File: config.mk
export PLATFORM = sky130hd
export DESIGN_NAME = iopc_channel
export DESIGN_NICKNAME = d
export VERILOG_FILES = /design/src/logic/iopc_pkg.sv /design/src/logic/iopc_prio_enc.sv /design/src/logic/iopc_cw_ram.sv /design/src/logic/iopc_channel.sv
export SDC_FILE = /design/constraint.sdc
export NUM_CORES = 1
export LEC_CHECK = 0
export ABC_AREA = 1
export BUFFER_PORTS_ARGS = -buffer_cell sky130_fd_sc_hd__clkbuf_2
export CORE_MARGIN = 1
export CORE_UTILIZATION = 45
export CTS_CLUSTER_SIZE = 28
export DETAILED_ROUTE_END_ITERATION = 12
export SYNTH_ARGS = -nofsm -noshare
export SYNTH_HDL_FRONTEND = slang
export SYNTH_SLANG_ARGS = --single-unit
File: constraint.sdc
create_clock -name clk_i -period 3.1 [get_ports clk_i]
set_input_delay 0.31 -clock clk_i [delete_from_list [all_inputs] [get_ports clk_i]]
set_output_delay 0.31 -clock clk_i [all_outputs]
set_load 0.02 [all_outputs]
File: src/logic/iopc_pkg.sv
// Package: constants and types for the I/O processor channel
//
// Overview of operation
// RULE1 - Serve up to eight subchannel break lines
// RULE2 - Channel number identifies one of eight processors
// RULE3 - Bus mastership priority follows daisy chain place
// RULE4 - Fixed priority encoder over eight break lines
// RULE5 - Pending break raises a bus cycle request
// RULE6 - One exchange with highest pending break
// RULE7 - Two 16-bit control words per subchannel
// RULE8 - Software loads control words before starting
// RULE9 - Winning index selects, reads, updates control words
// RULE10 - Act as slave for external register access
// RULE11 - Address from instruction bits, data from scratch
// RULE12 - Address holds channel and subchannel fields
// RULE13 - Exchange is two bus cycles, device master
// RULE14 - Control unit drops break once exchange starts
// RULE15 - Rebreak served next unless higher request pending
// RULE16 - Readiness by break line, unit stays addressable
// RULE17 - Several subchannels interleave by priority
// RULE18 - Condition code 0 accepted, 1 rejected, 3 unknown
// RULE19 - Up to 256 external registers, both directions
// RULE20 - Unit rebreaks only after returning to exchange
// RULE21 - Step address and count, flag block completion
`default_nettype none
package iopc_pkg;
  localparam int IOPC_SUBS    = 8;
  localparam int IOPC_CHANS   = 8;
  localparam int IOPC_WORD_W  = 16;
  localparam int IOPC_XREG_N  = 256;
  // External register address: [7:5] channel, [4:2] subchannel, [1] word select
  localparam int IOPC_CHAN_LSB = 5;
  localparam int IOPC_SUB_LSB  = 2;
  localparam int IOPC_WSEL_BIT = 1;
  // Wishbone byte offsets (word index in address bits [9:2])
  localparam logic [11:0] IOPC_XREG_BASE  = 12'h000;
  localparam logic [11:0] IOPC_CHAN_OFF   = 12'h400;
  localparam logic [11:0] IOPC_DONE_OFF   = 12'h404;
  localparam logic [11:0] IOPC_STAT_OFF   = 12'h408;
  localparam logic [11:0] IOPC_CC_OFF     = 12'h40C;
  // First control word: [15] direction (1 = memory to unit), [14:0] word address
  localparam int IOPC_DIR_BIT = 15;
  localparam logic [15:0] IOPC_CW_RESET   = 16'h0000;
  localparam logic [2:0]  IOPC_CHAN_RESET = 3'h0;
  // Condition codes
  localparam logic [1:0] IOPC_CC_ACCEPT  = 2'h0;
  localparam logic [1:0] IOPC_CC_REJECT  = 2'h1;
  localparam logic [1:0] IOPC_CC_UNKNOWN = 2'h3;

  typedef enum logic [2:0] {
    IOPC_IDLE   = 3'b000,
    IOPC_REQ    = 3'b001,
    IOPC_CYC1   = 3'b010,
    IOPC_CYC2   = 3'b011,
    IOPC_UPDATE = 3'b100
  } iopc_state_t;

  function automatic logic [7:0] iopc_xaddr(input logic [2:0] chan, input logic [2:0] sub, input logic wsel);
    iopc_xaddr = {chan, sub, wsel, 1'b0};
  endfunction
endpackage : iopc_pkg
`default_nettype wire

File: src/logic/iopc_prio_enc.sv
// Fixed priority encoder over the subchannel break lines
`default_nettype none
module iopc_prio_enc
  import iopc_pkg::*;
(
  // Requests
  input  wire logic [7:0] req_i,
  // Result
  output logic            any_o,
  output logic [2:0]      idx_o
);
  // Line 0 has the highest priority
  always_comb begin
    any_o = |req_i;
    idx_o = 3'h0;
    for (int i = IOPC_SUBS - 1; i >= 0; i--) begin
      if (req_i[i]) begin
        idx_o = 3'(i); // [RULE4]
      end
    end
  end
endmodule // iopc_prio_enc
`default_nettype wire

File: src/logic/iopc_cw_ram.sv
// Control word store: two words per subchannel, two ports
`default_nettype none
module iopc_cw_ram
  import iopc_pkg::*;
(
  // Clock and reset
  input  wire logic        clk_i,
  input  wire logic        rst_i,
  // Port A: software
  input  wire logic [3:0]  a_addr_i,
  input  wire logic        a_we_i,
  input  wire logic [15:0] a_wdata_i,
  output logic [15:0]      a_rdata_o,
  // Port B: exchange engine
  input  wire logic [2:0]  b_sub_i,
  input  wire logic        b_we_i,
  input  wire logic [15:0] b_cw1_i,
  input  wire logic [15:0] b_cw2_i,
  output logic [15:0]      b_cw1_o,
  output logic [15:0]      b_cw2_o
);
  logic [15:0] mem [16];
  logic [15:0] next_mem [16];

  always_comb begin
    next_mem = mem;
    if (b_we_i) begin
      next_mem[{b_sub_i, 1'b0}] = b_cw1_i; // [RULE9]
      next_mem[{b_sub_i, 1'b1}] = b_cw2_i;
    end
    // Software write wins over engine update of the same word
    if (a_we_i) begin
      next_mem[a_addr_i] = a_wdata_i; // [RULE7]
    end
  end

  always_ff @(posedge clk_i) begin
    if (rst_i) begin
      for (int i = 0; i < 16; i++) begin
        mem[i] <= IOPC_CW_RESET;
      end
    end else begin
      mem <= next_mem;
    end
  end

  assign a_rdata_o = mem[a_addr_i];
  assign b_cw1_o   = mem[{b_sub_i, 1'b0}];
  assign b_cw2_o   = mem[{b_sub_i, 1'b1}];
endmodule // iopc_cw_ram
`default_nettype wire

File: src/logic/iopc_channel.sv
// I/O processor channel: break arbitration, exchange engine, register slave
//
// The placing of the registers and the Wishbone interface to the registers are this design's own decisions.
`default_nettype none
module iopc_channel
  import iopc_pkg::*;
(
  // Clock and reset
  input  wire logic        clk_i,
  input  wire logic        rst_i,
  // Wishbone slave
  input  wire logic        wb_cyc_i,
  input  wire logic        wb_stb_i,
  input  wire logic        wb_we_i,
  input  wire logic [11:0] wb_adr_i,
  input  wire logic [3:0]  wb_sel_i,
  input  wire logic [31:0] wb_dat_i,
  output logic [31:0]      wb_dat_o,
  output logic             wb_ack_o,
  // Subchannel break lines (asynchronous)
  input  wire logic [7:0]  brk_i,
  // Bus mastership daisy chain
  input  wire logic        grant_in_i,
  output logic             grant_out_o,
  output logic             bus_req_o,
  // Exchange bus as master
  output logic             xbus_cyc_o,
  output logic             xbus_mem_o,
  output logic             xbus_wr_o,
  output logic [14:0]      xbus_adr_o,
  output logic [2:0]       xbus_sub_o,
  input  wire logic        xbus_ack_i,
  // Block completion
  output logic [7:0]       done_o
);
  // A request is taken on the edge that sees it with ack low
  function automatic logic wb_take(input logic cyc, input logic stb, input logic acked);
    wb_take = cyc && stb && !acked;
  endfunction

  // Memory is written when the unit is the source
  function automatic logic mem_writes(input logic [15:0] cw);
    mem_writes = !cw[IOPC_DIR_BIT];
  endfunction

  // Break synchroniser
  logic [7:0] brk_s1, brk_s2;
  always_ff @(posedge clk_i) begin
    if (rst_i) begin
      brk_s1 <= 8'h00;
      brk_s2 <= 8'h00;
    end else begin
      brk_s1 <= brk_i;
      brk_s2 <= brk_s1;
    end
  end

  // Grant synchroniser
  logic gnt_s1, gnt_s2;
  always_ff @(posedge clk_i) begin
    if (rst_i) begin
      gnt_s1 <= 1'b0;
      gnt_s2 <= 1'b0;
    end else begin
      gnt_s1 <= grant_in_i;
      gnt_s2 <= gnt_s1;
    end
  end

  logic       brk_any;
  logic [2:0] brk_idx;
  iopc_prio_enc u_enc (
    .req_i (brk_s2),
    .any_o (brk_any),
    .idx_o (brk_idx)
  ); // [RULE1] [RULE4] [RULE16]

  // Register state
  logic [2:0]  chan_id, next_chan_id;
  logic [7:0]  done, next_done;
  logic [1:0]  cc, next_cc;
  logic        ack, next_ack;
  logic [31:0] rdat, next_rdat;

  // Engine state
  iopc_state_t st, next_st;
  logic [2:0]  sub, next_sub;
  logic [15:0] cw1, next_cw1;
  logic [15:0] cw2, next_cw2;
  logic        req, next_req;
  logic        gout, next_gout;
  logic        xcyc, next_xcyc;
  logic        xmem, next_xmem;
  logic        xwr, next_xwr;
  logic [14:0] xadr, next_xadr;

  // Control word store wiring
  logic [15:0] a_rdata, b_cw1, b_cw2;
  logic        a_we, b_we;
  logic [2:0]  b_sel;
  logic [3:0]  a_addr;
  logic        xreg_hit, xreg_own;
  logic [7:0]  xa;

  assign xa       = wb_adr_i[9:2];
  assign xreg_hit = wb_adr_i[11:10] == IOPC_XREG_BASE[11:10];
  assign xreg_own = xa[7:IOPC_CHAN_LSB] == chan_id; // [RULE2] [RULE12]
  assign a_addr   = {xa[IOPC_SUB_LSB +: 3], xa[IOPC_WSEL_BIT]};
  assign a_we     = wb_take(wb_cyc_i, wb_stb_i, ack) && wb_we_i && xreg_hit && xreg_own && (&wb_sel_i[1:0]);
  assign b_we     = st == IOPC_UPDATE;
  // The winner's words are read while asking, the served ones are written back
  assign b_sel    = (st == IOPC_REQ) ? brk_idx : sub; // [RULE9]

  iopc_cw_ram u_ram (
    .clk_i     (clk_i),
    .rst_i     (rst_i),
    .a_addr_i  (a_addr),
    .a_we_i    (a_we),
    .a_wdata_i (wb_dat_i[15:0]),
    .a_rdata_o (a_rdata),
    .b_sub_i   (b_sel),
    .b_we_i    (b_we),
    .b_cw1_i   (cw1),
    .b_cw2_i   (cw2),
    .b_cw1_o   (b_cw1),
    .b_cw2_o   (b_cw2)
  );

  // Wishbone slave, answers one cycle after the request
  always_comb begin
    next_ack     = 1'b0;
    next_rdat    = 32'h0000_0000;
    next_chan_id = chan_id;
    next_cc      = cc;
    next_done    = done;
    if (wb_take(wb_cyc_i, wb_stb_i, ack)) begin
      next_ack = 1'b1;
      // Own control words answer, other channels are unknown
      if (xreg_hit) begin // [RULE10] [RULE19]
        if (xreg_own) begin
          // A control word is written whole or not at all
          if (wb_we_i && !(&wb_sel_i[1:0])) begin
            next_cc = IOPC_CC_REJECT; // [RULE18]
          end else begin
            next_cc = IOPC_CC_ACCEPT; // [RULE18]
          end
          if (!wb_we_i) begin
            next_rdat = {16'h0000, a_rdata};
          end
        end else begin
          next_cc = IOPC_CC_UNKNOWN;
        end
      end else begin
        case (wb_adr_i)
          IOPC_CHAN_OFF: begin
            if (wb_we_i && wb_sel_i[0]) begin
              next_chan_id = wb_dat_i[2:0];
            end
            next_rdat = {29'h0, chan_id};
          end
          IOPC_DONE_OFF: begin
            next_rdat = {24'h0, done};
          end
          IOPC_STAT_OFF: begin
            next_rdat = {24'h0, brk_s2};
          end
          IOPC_CC_OFF: begin
            next_rdat = {30'h0, cc};
          end
          default: begin
            next_rdat = 32'h0000_0000;
          end
        endcase
      end
    end
    // Completion flags: write one to clear, a new completion wins
    if (wb_take(wb_cyc_i, wb_stb_i, ack) && wb_we_i && wb_adr_i == IOPC_DONE_OFF && wb_sel_i[0]) begin
      next_done = done & ~wb_dat_i[7:0];
    end
    if (b_we && cw2 == 16'h0000) begin
      next_done[sub] = 1'b1; // [RULE21]
    end
  end

  always_ff @(posedge clk_i) begin
    if (rst_i) begin
      ack     <= 1'b0;
      rdat    <= 32'h0000_0000;
      chan_id <= IOPC_CHAN_RESET;
      cc      <= IOPC_CC_ACCEPT;
      done    <= 8'h00;
    end else begin
      ack     <= next_ack;
      rdat    <= next_rdat;
      chan_id <= next_chan_id;
      cc      <= next_cc;
      done    <= next_done;
    end
  end

  // Exchange engine
  always_comb begin
    next_st   = st;
    next_sub  = sub;
    next_cw1  = cw1;
    next_cw2  = cw2;
    next_req  = req;
    next_gout = 1'b0;
    next_xcyc = 1'b0;
    next_xmem = xmem;
    next_xwr  = xwr;
    next_xadr = xadr;
    case (st)
      IOPC_IDLE: begin
        // Pass the grant down when not asking, and keep a passed grant whole
        // A grant still up from an earlier exchange is not taken again
        next_gout = gnt_s2 && (gout || !brk_any); // [RULE3]
        if (brk_any && !gnt_s2) begin
          next_req = 1'b1; // [RULE5]
          next_st  = IOPC_REQ;
        end
      end
      IOPC_REQ: begin
        // Control words come from the winning subchannel
        if (gnt_s2) begin
          next_sub  = brk_idx; // [RULE6] [RULE17]
          next_cw1  = b_cw1;
          next_cw2  = b_cw2;
          next_xcyc = 1'b1;
          next_xmem = 1'b1;
          next_xwr  = mem_writes(b_cw1);
          next_xadr = b_cw1[14:0];
          next_st   = IOPC_CYC1; // [RULE13]
        end
      end
      IOPC_CYC1: begin
        next_xcyc = 1'b1;
        if (xbus_ack_i) begin
          next_xcyc = 1'b0;
          next_xmem = 1'b0;
          next_xwr  = !mem_writes(cw1);
          next_st   = IOPC_CYC2;
        end
      end
      IOPC_CYC2: begin
        next_xcyc = 1'b1;
        // Step address and count once the unit cycle is answered
        if (xbus_ack_i && xcyc) begin
          next_xcyc = 1'b0;
          next_cw1  = {cw1[15], 15'(cw1[14:0] + 15'h1)}; // [RULE21]
          next_cw2  = (cw2 == 16'h0000) ? cw2 : 16'(cw2 - 16'h1);
          next_st   = IOPC_UPDATE;
        end
      end
      IOPC_UPDATE: begin
        // A fresh break is served straight away, else release the bus
        next_req = brk_any; // [RULE15] [RULE14] [RULE20]
        next_st  = brk_any ? IOPC_REQ : IOPC_IDLE;
      end
      default: begin
        next_st  = IOPC_IDLE;
        next_req = 1'b0;
      end
    endcase
  end

  always_ff @(posedge clk_i) begin
    if (rst_i) begin
      st   <= IOPC_IDLE;
      sub  <= 3'h0;
      cw1  <= IOPC_CW_RESET;
      cw2  <= IOPC_CW_RESET;
      req  <= 1'b0;
      gout <= 1'b0;
      xcyc <= 1'b0;
      xmem <= 1'b0;
      xwr  <= 1'b0;
      xadr <= 15'h0000;
    end else begin
      st   <= next_st;
      sub  <= next_sub;
      cw1  <= next_cw1;
      cw2  <= next_cw2;
      req  <= next_req;
      gout <= next_gout;
      xcyc <= next_xcyc;
      xmem <= next_xmem;
      xwr  <= next_xwr;
      xadr <= next_xadr;
    end
  end

  assign wb_dat_o    = rdat;
  assign wb_ack_o    = ack;
  assign bus_req_o   = req;
  assign grant_out_o = gout;
  assign xbus_cyc_o  = xcyc;
  assign xbus_mem_o  = xmem;
  assign xbus_wr_o   = xwr;
  assign xbus_adr_o  = xadr;
  assign xbus_sub_o  = sub;
  assign done_o      = done;
endmodule // iopc_channel
`default_nettype wire

==> results of run 1 <==
## power by group through the flow
stage / clock (mW) / sequential [mW] / combinational [mW]
2_1_floorplan: 0 / 5.06 / 2.21
3_3_place_gp: 0 / 5.04 / 3.63
3_5_place_dp: 0 / 5.05 / 3.66
4_1_cts: 5.10 / 4.95 / 3.68
5_1_grt: 5.30 / 4.97 / 4.07
6_report: 5.07 / 4.95 / 3.80
## area by class of cell
| cell class | instances | area (sq um) | share of cell area (%) |
|---|---|---|---|
| clock buffers | 69 | 1340 | 5.76 |
| clock inverters | 7 | 52.6 | 0.227 |
| inverters | 324 | 1220 | 5.28 |
| multi-input cells | 2294 | 11000 | 47.6 |
| flip-flops and latches | 362 | 7250 | 31.3 |
| well taps | 592 | 741 | 3.19 |
| repair buffers | 213 | 1540 | 6.65 |
## layer usage
layer | wire length, um | vias up
li1 | - | 10800
met1 | 35200 | 10700
met2 | 36700 | 1336
met3 | 9560 | 235
met4 | 4000 | 0
met5 | 0 | -
## what timing repair did
action,in CTS,in global routing
buffers inserted,0,0
hold buffers,9,0
hold endpoints to repair,9,0
## registers in the layout, summed over array words and instances (netlist names), 2 cells and up
register and flops:
st 3, cw2 16, brk_s2 8, chan_id 3
xbus_adr_o 15, xbus_sub_o 3, cw1 16, cc 2
brk_s1 8, done_o 8, wb_dat_o 16, u_ram.mem 256
## cells by family after synthesis
| kind of cell | Yosys count | share of synthesized area [%] |
|---|---|---|
| compound gates | 1084 | 28.6 |
| fa+ha+maj | 2 | 0.122 |
| simple gates | 1178 | 23.9 |
| xor+xnor | 14 | 0.597 |
| other cells | 1 | 0.0183 |
| flops | 362 | 35.3 |
| buf+inv | 587 | 11.4 |
## path summary, 6_finish.rpt
kind	startpoint	end	slack, ns	cells past startpoint
max	brk_s2[4]	cw1[5]	0.21	14
min	xbus_ack_i	st[2]	0.04	3
max reg2reg	brk_s2[4]	cw1[5]	0.21	14
min reg2reg	gnt_s1	gnt_s2	0.40	2
## stage by stage
| stage | hold slack [ns] | cells | power [mW] |
|---|---|---|---|
| floorplan | 0.388 | 3243 | 7.27 |
| global placement | 0.393 | 3776 | 8.68 |
| detailed placement | 0.401 | 3776 | 8.70 |
| CTS | 0.0178 | 3861 | 13.7 |
| global route | 0.0498 | 3861 | 14.3 |
| finish | 0.0374 | 3861 | 13.8 |
## worst min-delay path, cell delays in order
cell,delay (ns)
sky130_fd_sc_hd__clkbuf_2,0.11
sky130_fd_sc_hd__nand3_1,0.11
sky130_fd_sc_hd__nor2_1,0.05
## placed cells by master (no fill, tap or decap), drive strengths merged, types with 5 or more instances in the layout
master,synthesis,layout
nor3,18,18
nand2,790,790
a41oi,8,8
a22oi,90,90
nand4,13,13
inv,311,312
a21oi,525,525
dlygate4sd3,0,9
clkinv,13,18
o211ai,36,36
xor2,10,10
conb,1,16
a22o,7,7
nor2,133,133
o21ai,380,380
o221ai,7,7
a21boi,5,5
dfxtp,362,362
a31oi,5,5
nand3,195,195
o22ai,16,16
clkbuf,151,161
nand3b,21,21
buf,112,112
==> out/summary.md, run 1 <==
## Finish
• **proportion of layout cells with a drive suffix above 1** 9.42%
• **layout net count** 3303
• **share of the core filled with cells** 52.0%
• **FILL cells** 4521
• **relative area change from synthesis to final layout** 12.9%
• **cell area after layout** 23200 sq um
• **diode count** 0

## Global route
• **total overflow reported by the global router** 0
• **number of global-route vias before repair** 21200
• **highest-utilization routing layer at the global route stage** met2
• **first-pass GRT wire length** 129 mm
• **pin count of the biggest net entering global routing** 82
• **initial antenna violation count** 1
• **GRT met3 Usage** 5.82%
• **met2 usage in global routing** 55.2%
• **Global Route met1 Usage** 49.7%
• **aggregate global-route resource usage** 36.2%

## STA
• **setup repair after global routing missed its margin** no
• **pin slew with the least headroom to its limit** 1.31 ns
• **f_max** 346 MHz
• **final worst path period need** 2.89 ns
• **final setup vio count** 0
• **final worst setup slack** 0.213 ns
• **count of pins over their slew limit** 0
• **total negative slack** 0 ns
• **final critical-path share of the clock period** 93.1%
• **worst max-slew margin expressed relative to the limit** 12.5%
• **hold violation count in the final report** 0
• **clock tree skew after final layout** 0.0194 ns

## Routing
• **via count normalized by instance count** 5.97
• **wire length per cell** 22.1 um
• **first-pass iteration count of the detailed router** 6
• **Routed WL** 85.5 mm
• **routed via count** 23100
• **ANT nets after route** 0
• **count of unresolved DRC violations after routing** 0
• **Iteration-0 DRC Markers** 3183

## Clocking
• **deepest clock path buffer count** 3
• **root buffer cell** sky130_fd_sc_hd__clkbuf_16
• **maximum level of the CTS H-tree** 2
• **TritonCTS Sinks** 362
• **Clk Latency, worst-skew pair** 0.60 ns
• **Resized Gates After CTS** 0
• **clock input transition at the sequential cells of the worst setup and hold paths** 0.06 ns
• **CTS tree** built
• **number of CTS-inserted buffers** 43

## Floorplanning
• **number of placement rows** 77
• **Top Ports** 127
• **Initial Util** 46.0%
• **full die area** 46500 sq um
• **floorplan die width** 216 um
• **DIE HEIGHT** 216 um
• **floorplan core area** 44600 sq um

## Critical path
• **Crit path max-delay family** simple AND/OR/NAND/NOR gates
• **most numerous cell on the critical path** sky130_fd_sc_hd__nand2_1
• **Cell Chain, Critical Path** nor2_1 > o21ai_0 > nand3_1 > nand2_1 > nand2_1 > nand2_1 > nor2_4 > nand3_1 > nand2_1 > nor2_1 > buf_4 > nand2_1 > nand2_1 > a21oi_1
• **Crit path required time** 3.61 ns
• **cell with the biggest individual delay on the critical path** sky130_fd_sc_hd__nor2_4
• **largest stage delay on the critical path** 1.00 ns
• **maximum net fanout on the critical path** 31
• **kind of capture point of the worst setup path** flop
• **critical path startpoint category** flop
• **worst setup path category** flop to flop
• **crit path buf inv count** 1
• **arrival time of data at the critical path endpoint** 3.39 ns

## Logic synthesis
• **number of warnings issued by yosys** 0
• **most common library cells after synthesis** 779 x sky130_fd_sc_hd__nand2_1, 525 x sky130_fd_sc_hd__a21oi_1, 362 x sky130_fd_sc_hd__dfxtp_1
• **fraction of registers with async set/reset** 0%
• **most area-hungry cell type in the Yosys netlist** sky130_fd_sc_hd__dfxtp_1
• **library cells used by synthesis** 41
• **count of mapped cells out of synthesis** 3228
• **proportion of netlist area held by the largest area contributor** 35.3%
• **most instantiated flip-flop cell in the synthesis netlist** sky130_fd_sc_hd__dfxtp_1
• **most repeated cell in the gate-level netlist after synthesis** sky130_fd_sc_hd__nand2_1
• **biggest area contributors in the synthesized netlist** sky130_fd_sc_hd__dfxtp_1 35%, sky130_fd_sc_hd__nand2_1 14%, sky130_fd_sc_hd__a21oi_1 13%
• **sequential cell area fraction in the yosys report** 35.3%
• **count of flip-flops with a built-in enable after synthesis** 0
• **post-synthesis area per instance** 6.36 sq um
• **register bit count reported by yosys** 362
• **Post-Synthesis Cell Area** 20500 sq um

## Power and ir drop
• **net switching share of the total power** 37.0%
• **power share of the sequential group** 35.8%
• **Max VDD drop** 0.338 mV
• **leakage power summed over all cells** 9.67 nW
• **fraction of power consumed by combinational cells** 27.5%
• **clock network fraction of total power** 36.7%
• **internal power** 8.71 mW
• **net switching power figure** 5.11 mW
• **Cell Pwr Density** 596 nW/um^2

## Outcome
• **outcome** completed

## Placement
• **post-placement cell area** 21700 sq um
• **PortBufs** 92
• **dpl ws** 0.346 ns
• **HPWL after detailed placement** 55.6 mm
• **gp weighted congestion** 0.943

## Run
• **number of maximum-capacitance violations** 0

## Worst hold path
• **worst min path class** input port to flop

No activity file was read; power rests on OpenSTA's default activity.
==> run 2, diff against run 1 <==
--- a/config.mk
+++ b/config.mk
@@ -11,6 +11,8 @@
 export CORE_UTILIZATION = 45
 export CTS_CLUSTER_SIZE = 28
 export DETAILED_ROUTE_END_ITERATION = 12
+export PLACE_DENSITY_LB_ADDON = 0.25
 export SYNTH_ARGS = -nofsm -noshare
 export SYNTH_HDL_FRONTEND = slang
+export SYNTH_HIERARCHICAL = 1
 export SYNTH_SLANG_ARGS = --single-unit
==> constraint.sdc (replaced) <==
create_clock -name clk_i -period 3.1 [get_ports clk_i]
set_input_delay 0.155 -clock clk_i [delete_from_list [all_inputs] [get_ports clk_i]]
set_output_delay 0.155 -clock clk_i [all_outputs]
set_load 0.02 [all_outputs]
==> out/summary.md, run 2 <==
## STA
• **clock tree skew after final layout** 0.0272 ns
• **worst max-slew margin expressed relative to the limit** 40.9%
• **setup repair after global routing missed its margin** yes
• **final critical-path share of the clock period** 96.1%
• **final worst path period need** 2.98 ns
• **final setup vio count** 0
• **pin slew with the least headroom to its limit** 0.886 ns
• **f_max** 336 MHz
• **count of pins over their slew limit** 0
• **hold violation count in the final report** 0

## Critical path
• **arrival time of data at the critical path endpoint** 3.52 ns
• **critical path startpoint category** flop
• **largest stage delay on the critical path** 0.36 ns
• **crit path buf inv count** 3
• **worst setup path category** flop to flop
• **Crit path max-delay family** compound AO/OA/AOI/OAI gates
• **cell with the biggest individual delay on the critical path** sky130_fd_sc_hd__nand4_1
• **kind of capture point of the worst setup path** flop
• **most numerous cell on the critical path** sky130_fd_sc_hd__o21ai_0
• **Cell Chain, Critical Path** or2_1 > nand3_1 > a31oi_1 > nand2_1 > o21ai_0 > buf_4 > inv_2 > nand2_1 > buf_4 > nor2_1 > o21ai_0 > nand4_1 > o21ai_0 > o21ai_0 > a21oi_1
• **worst r2r path cells** 15
• **cell count along the critical path** 15
• **Crit path required time** 3.64 ns
• **maximum net fanout on the critical path** 9

## Placement
• **gp weighted congestion** 1.02
• **HPWL after detailed placement** 62.4 mm
• **PortBufs** 92
• **post-placement cell area** 23900 sq um

## Outcome
• **outcome** completed

## Floorplanning
• **Top Ports** 127
• **DIE HEIGHT** 226 um
• **Initial Util** 46.0%
• **floorplan die width** 226 um
• **floorplan core area** 49400 sq um
• **full die area** 51300 sq um
• **number of placement rows** 81

## Finish
• **relative area change from synthesis to final layout** 12.5%
• **layout net count** 4131
• **proportion of layout cells with a drive suffix above 1** 8.57%
• **FILL cells** 5191
• **sequential cell area** 7250 sq um
• **Top reg by flops** u_ram/mem
• **most common cell after layout, fill and taps aside** sky130_fd_sc_hd__nand2_1
• **Largest register FFs** 256
• **highest-count cells in the layout ignoring fill and taps** 1611 x sky130_fd_sc_hd__nand2_1, 743 x sky130_fd_sc_hd__nor2_1, 362 x sky130_fd_sc_hd__dfxtp_1
• **multi-input logic area** 13300 sq um
• **cell area after layout** 25500 sq um

## Routing
• **via count normalized by instance count** 5.51
• **first-pass iteration count of the detailed router** 7
• **count of unresolved DRC violations after routing** 0
• **wire length per cell** 20.0 um
• **Iteration-0 DRC Markers** 3390
• **routed via count** 26300
• **Routed WL** 95.4 mm
• **ANT nets after route** 0

## Global route
• **total overflow reported by the global router** 0
• **aggregate global-route resource usage** 36.8%
• **number of global-route vias before repair** 23100
• **initial antenna violation count** 4
• **pin count of the biggest net entering global routing** 75
• **first-pass GRT wire length** 142 mm

## Clocking
• **maximum level of the CTS H-tree** 2
• **Clk Latency, worst-skew pair** 0.60 ns
• **deepest clock path buffer count** 3
• **post-CTS setup repair buffer count** 0
• **CTS tree** built
• **root buffer cell** sky130_fd_sc_hd__clkbuf_16
• **number of CTS-inserted buffers** 43
• **TritonCTS Sinks** 362
• **clock input transition at the sequential cells of the worst setup and hold paths** 0.06 ns

## Power and ir drop
• **Power Total** 12.7 mW
• **Max VDD drop** 0.323 mV
• **leakage power summed over all cells** 12.4 nW
• **Cell Pwr Density** 496 nW/um^2

## Logic synthesis
• **fraction of registers with async set/reset** 0%
• **most instantiated flip-flop cell in the synthesis netlist** sky130_fd_sc_hd__dfxtp_1
• **number of warnings issued by yosys** 6
• **most repeated cell in the gate-level netlist after synthesis** sky130_fd_sc_hd__nand2_1
• **register bit count reported by yosys** 362
• **post-synthesis area per instance** 5.59 sq um
• **sequential cell area fraction in the yosys report** 32.0%
• **count of flip-flops with a built-in enable after synthesis** 0
• **biggest area contributors in the synthesized netlist** sky130_fd_sc_hd__dfxtp_1 32%, sky130_fd_sc_hd__nand2_1 27%, sky130_fd_sc_hd__nor2_1 12%
• **count of mapped cells out of synthesis** 4055
• **library cells used by synthesis** 42
• **Post-Synthesis Cell Area** 22700 sq um
• **most common library cells after synthesis** 1612 x sky130_fd_sc_hd__nand2_1, 750 x sky130_fd_sc_hd__nor2_1, 362 x sky130_fd_sc_hd__dfxtp_1
• **proportion of netlist area held by the largest area contributor** 32.0%
• **most area-hungry cell type in the Yosys netlist** sky130_fd_sc_hd__dfxtp_1

## Run
• **number of maximum-capacitance violations** 0

## Worst hold path
• **Hold Path Cell Cnt** 6
• **worst min path class** input port to flop

run 2: layout make-up:
type,count,area share [%]
Inverter,242,3.61
Tap cell,664,3.26
Timing Repair Buffer,238,7.13
Clock buffer,58,4.79
Antenna cell,3,0.0294
Sequential cell,362,28.4
Multi-Input combinational cell,3178,52.1
Clock inverter,19,0.623
run 2: power breakdown:
part	switching, mW	total [mW]	internal (mW)	leakage [nW]
clock	2.18	5.11	2.93	0.695
combinational	1.87	2.57	0.691	8.75
sequential	0.225	4.98	4.76	2.92
run 2: per-stage QoR:
step / hold slack [ns] / utilization [%] / setup WS, ns / TNS [ns] / cells
3_5_place_dp: 0.352 / 48.5 / 0.207 / 0 / 4666
2_1_floorplan: 0.262 / - / 0.411 / 0 / 4070
4_1_cts: 0.0176 / 51.6 / 0.156 / 0 / 4760
6_report: 0.0444 / 51.7 / 0.120 / 0 / 4764
3_3_place_gp: 0.351 / 48.5 / 0.245 / 0 / 4666
5_1_grt: 0.0557 / 51.7 / -0.0118 / -0.0191 / 4763
run 2: worst paths after layout:
| kind | from | to | slack, ns |
|---|---|---|---|
| worst max-delay path | brk_s2[7] | xbus_wr_o | 0.12 |
| worst min register to register | gnt_s1 | gnt_s2 | 0.40 |
| worst max register to register | brk_s2[7] | xbus_wr_o | 0.12 |
| worst min-delay path | wb_adr_i[10] | wb_dat_o[0] | 0.04 |
run 2: layer usage:
metal	vias to the layer above	global-route usage (%)	wire [um]
met3	345	8.40	12600
li1	12600	-	-
met5	-	0	13
met1	11700	48.9	37400
met4	2	20.6	5840
met2	1617	54.7	39600
run 2: what timing repair did:
item / 4_1_cts / 5_1_grt
hold buffers: 17 / 0
gates resized for setup: 0 / 6
hold endpoints to repair: 23 / 0
setup endpoints to repair: 0 / 35
run 2: cell families after synthesis:
| kind of cell | share of synthesized area [%] |
|---|---|
| other | 0.0165 |
| AND/OR/NAND/NOR | 46.4 |
| buffers and inverters | 9.86 |
| AO/OA/AOI/OAI | 11.4 |
| flip-flops | 32.0 |
| XOR/XNOR | 0.193 |
| adder cells (fa/ha/maj) | 0.166 |
run 2: worst min-delay path: stages:
cell and delay (ns):
sky130_fd_sc_hd__clkbuf_2 0.09, sky130_fd_sc_hd__nor2_1 0.05, sky130_fd_sc_hd__inv_1 0.10, sky130_fd_sc_hd__nor4_4 0.09, sky130_fd_sc_hd__nand3_1 0.07, sky130_fd_sc_hd__nand2_1 0.04
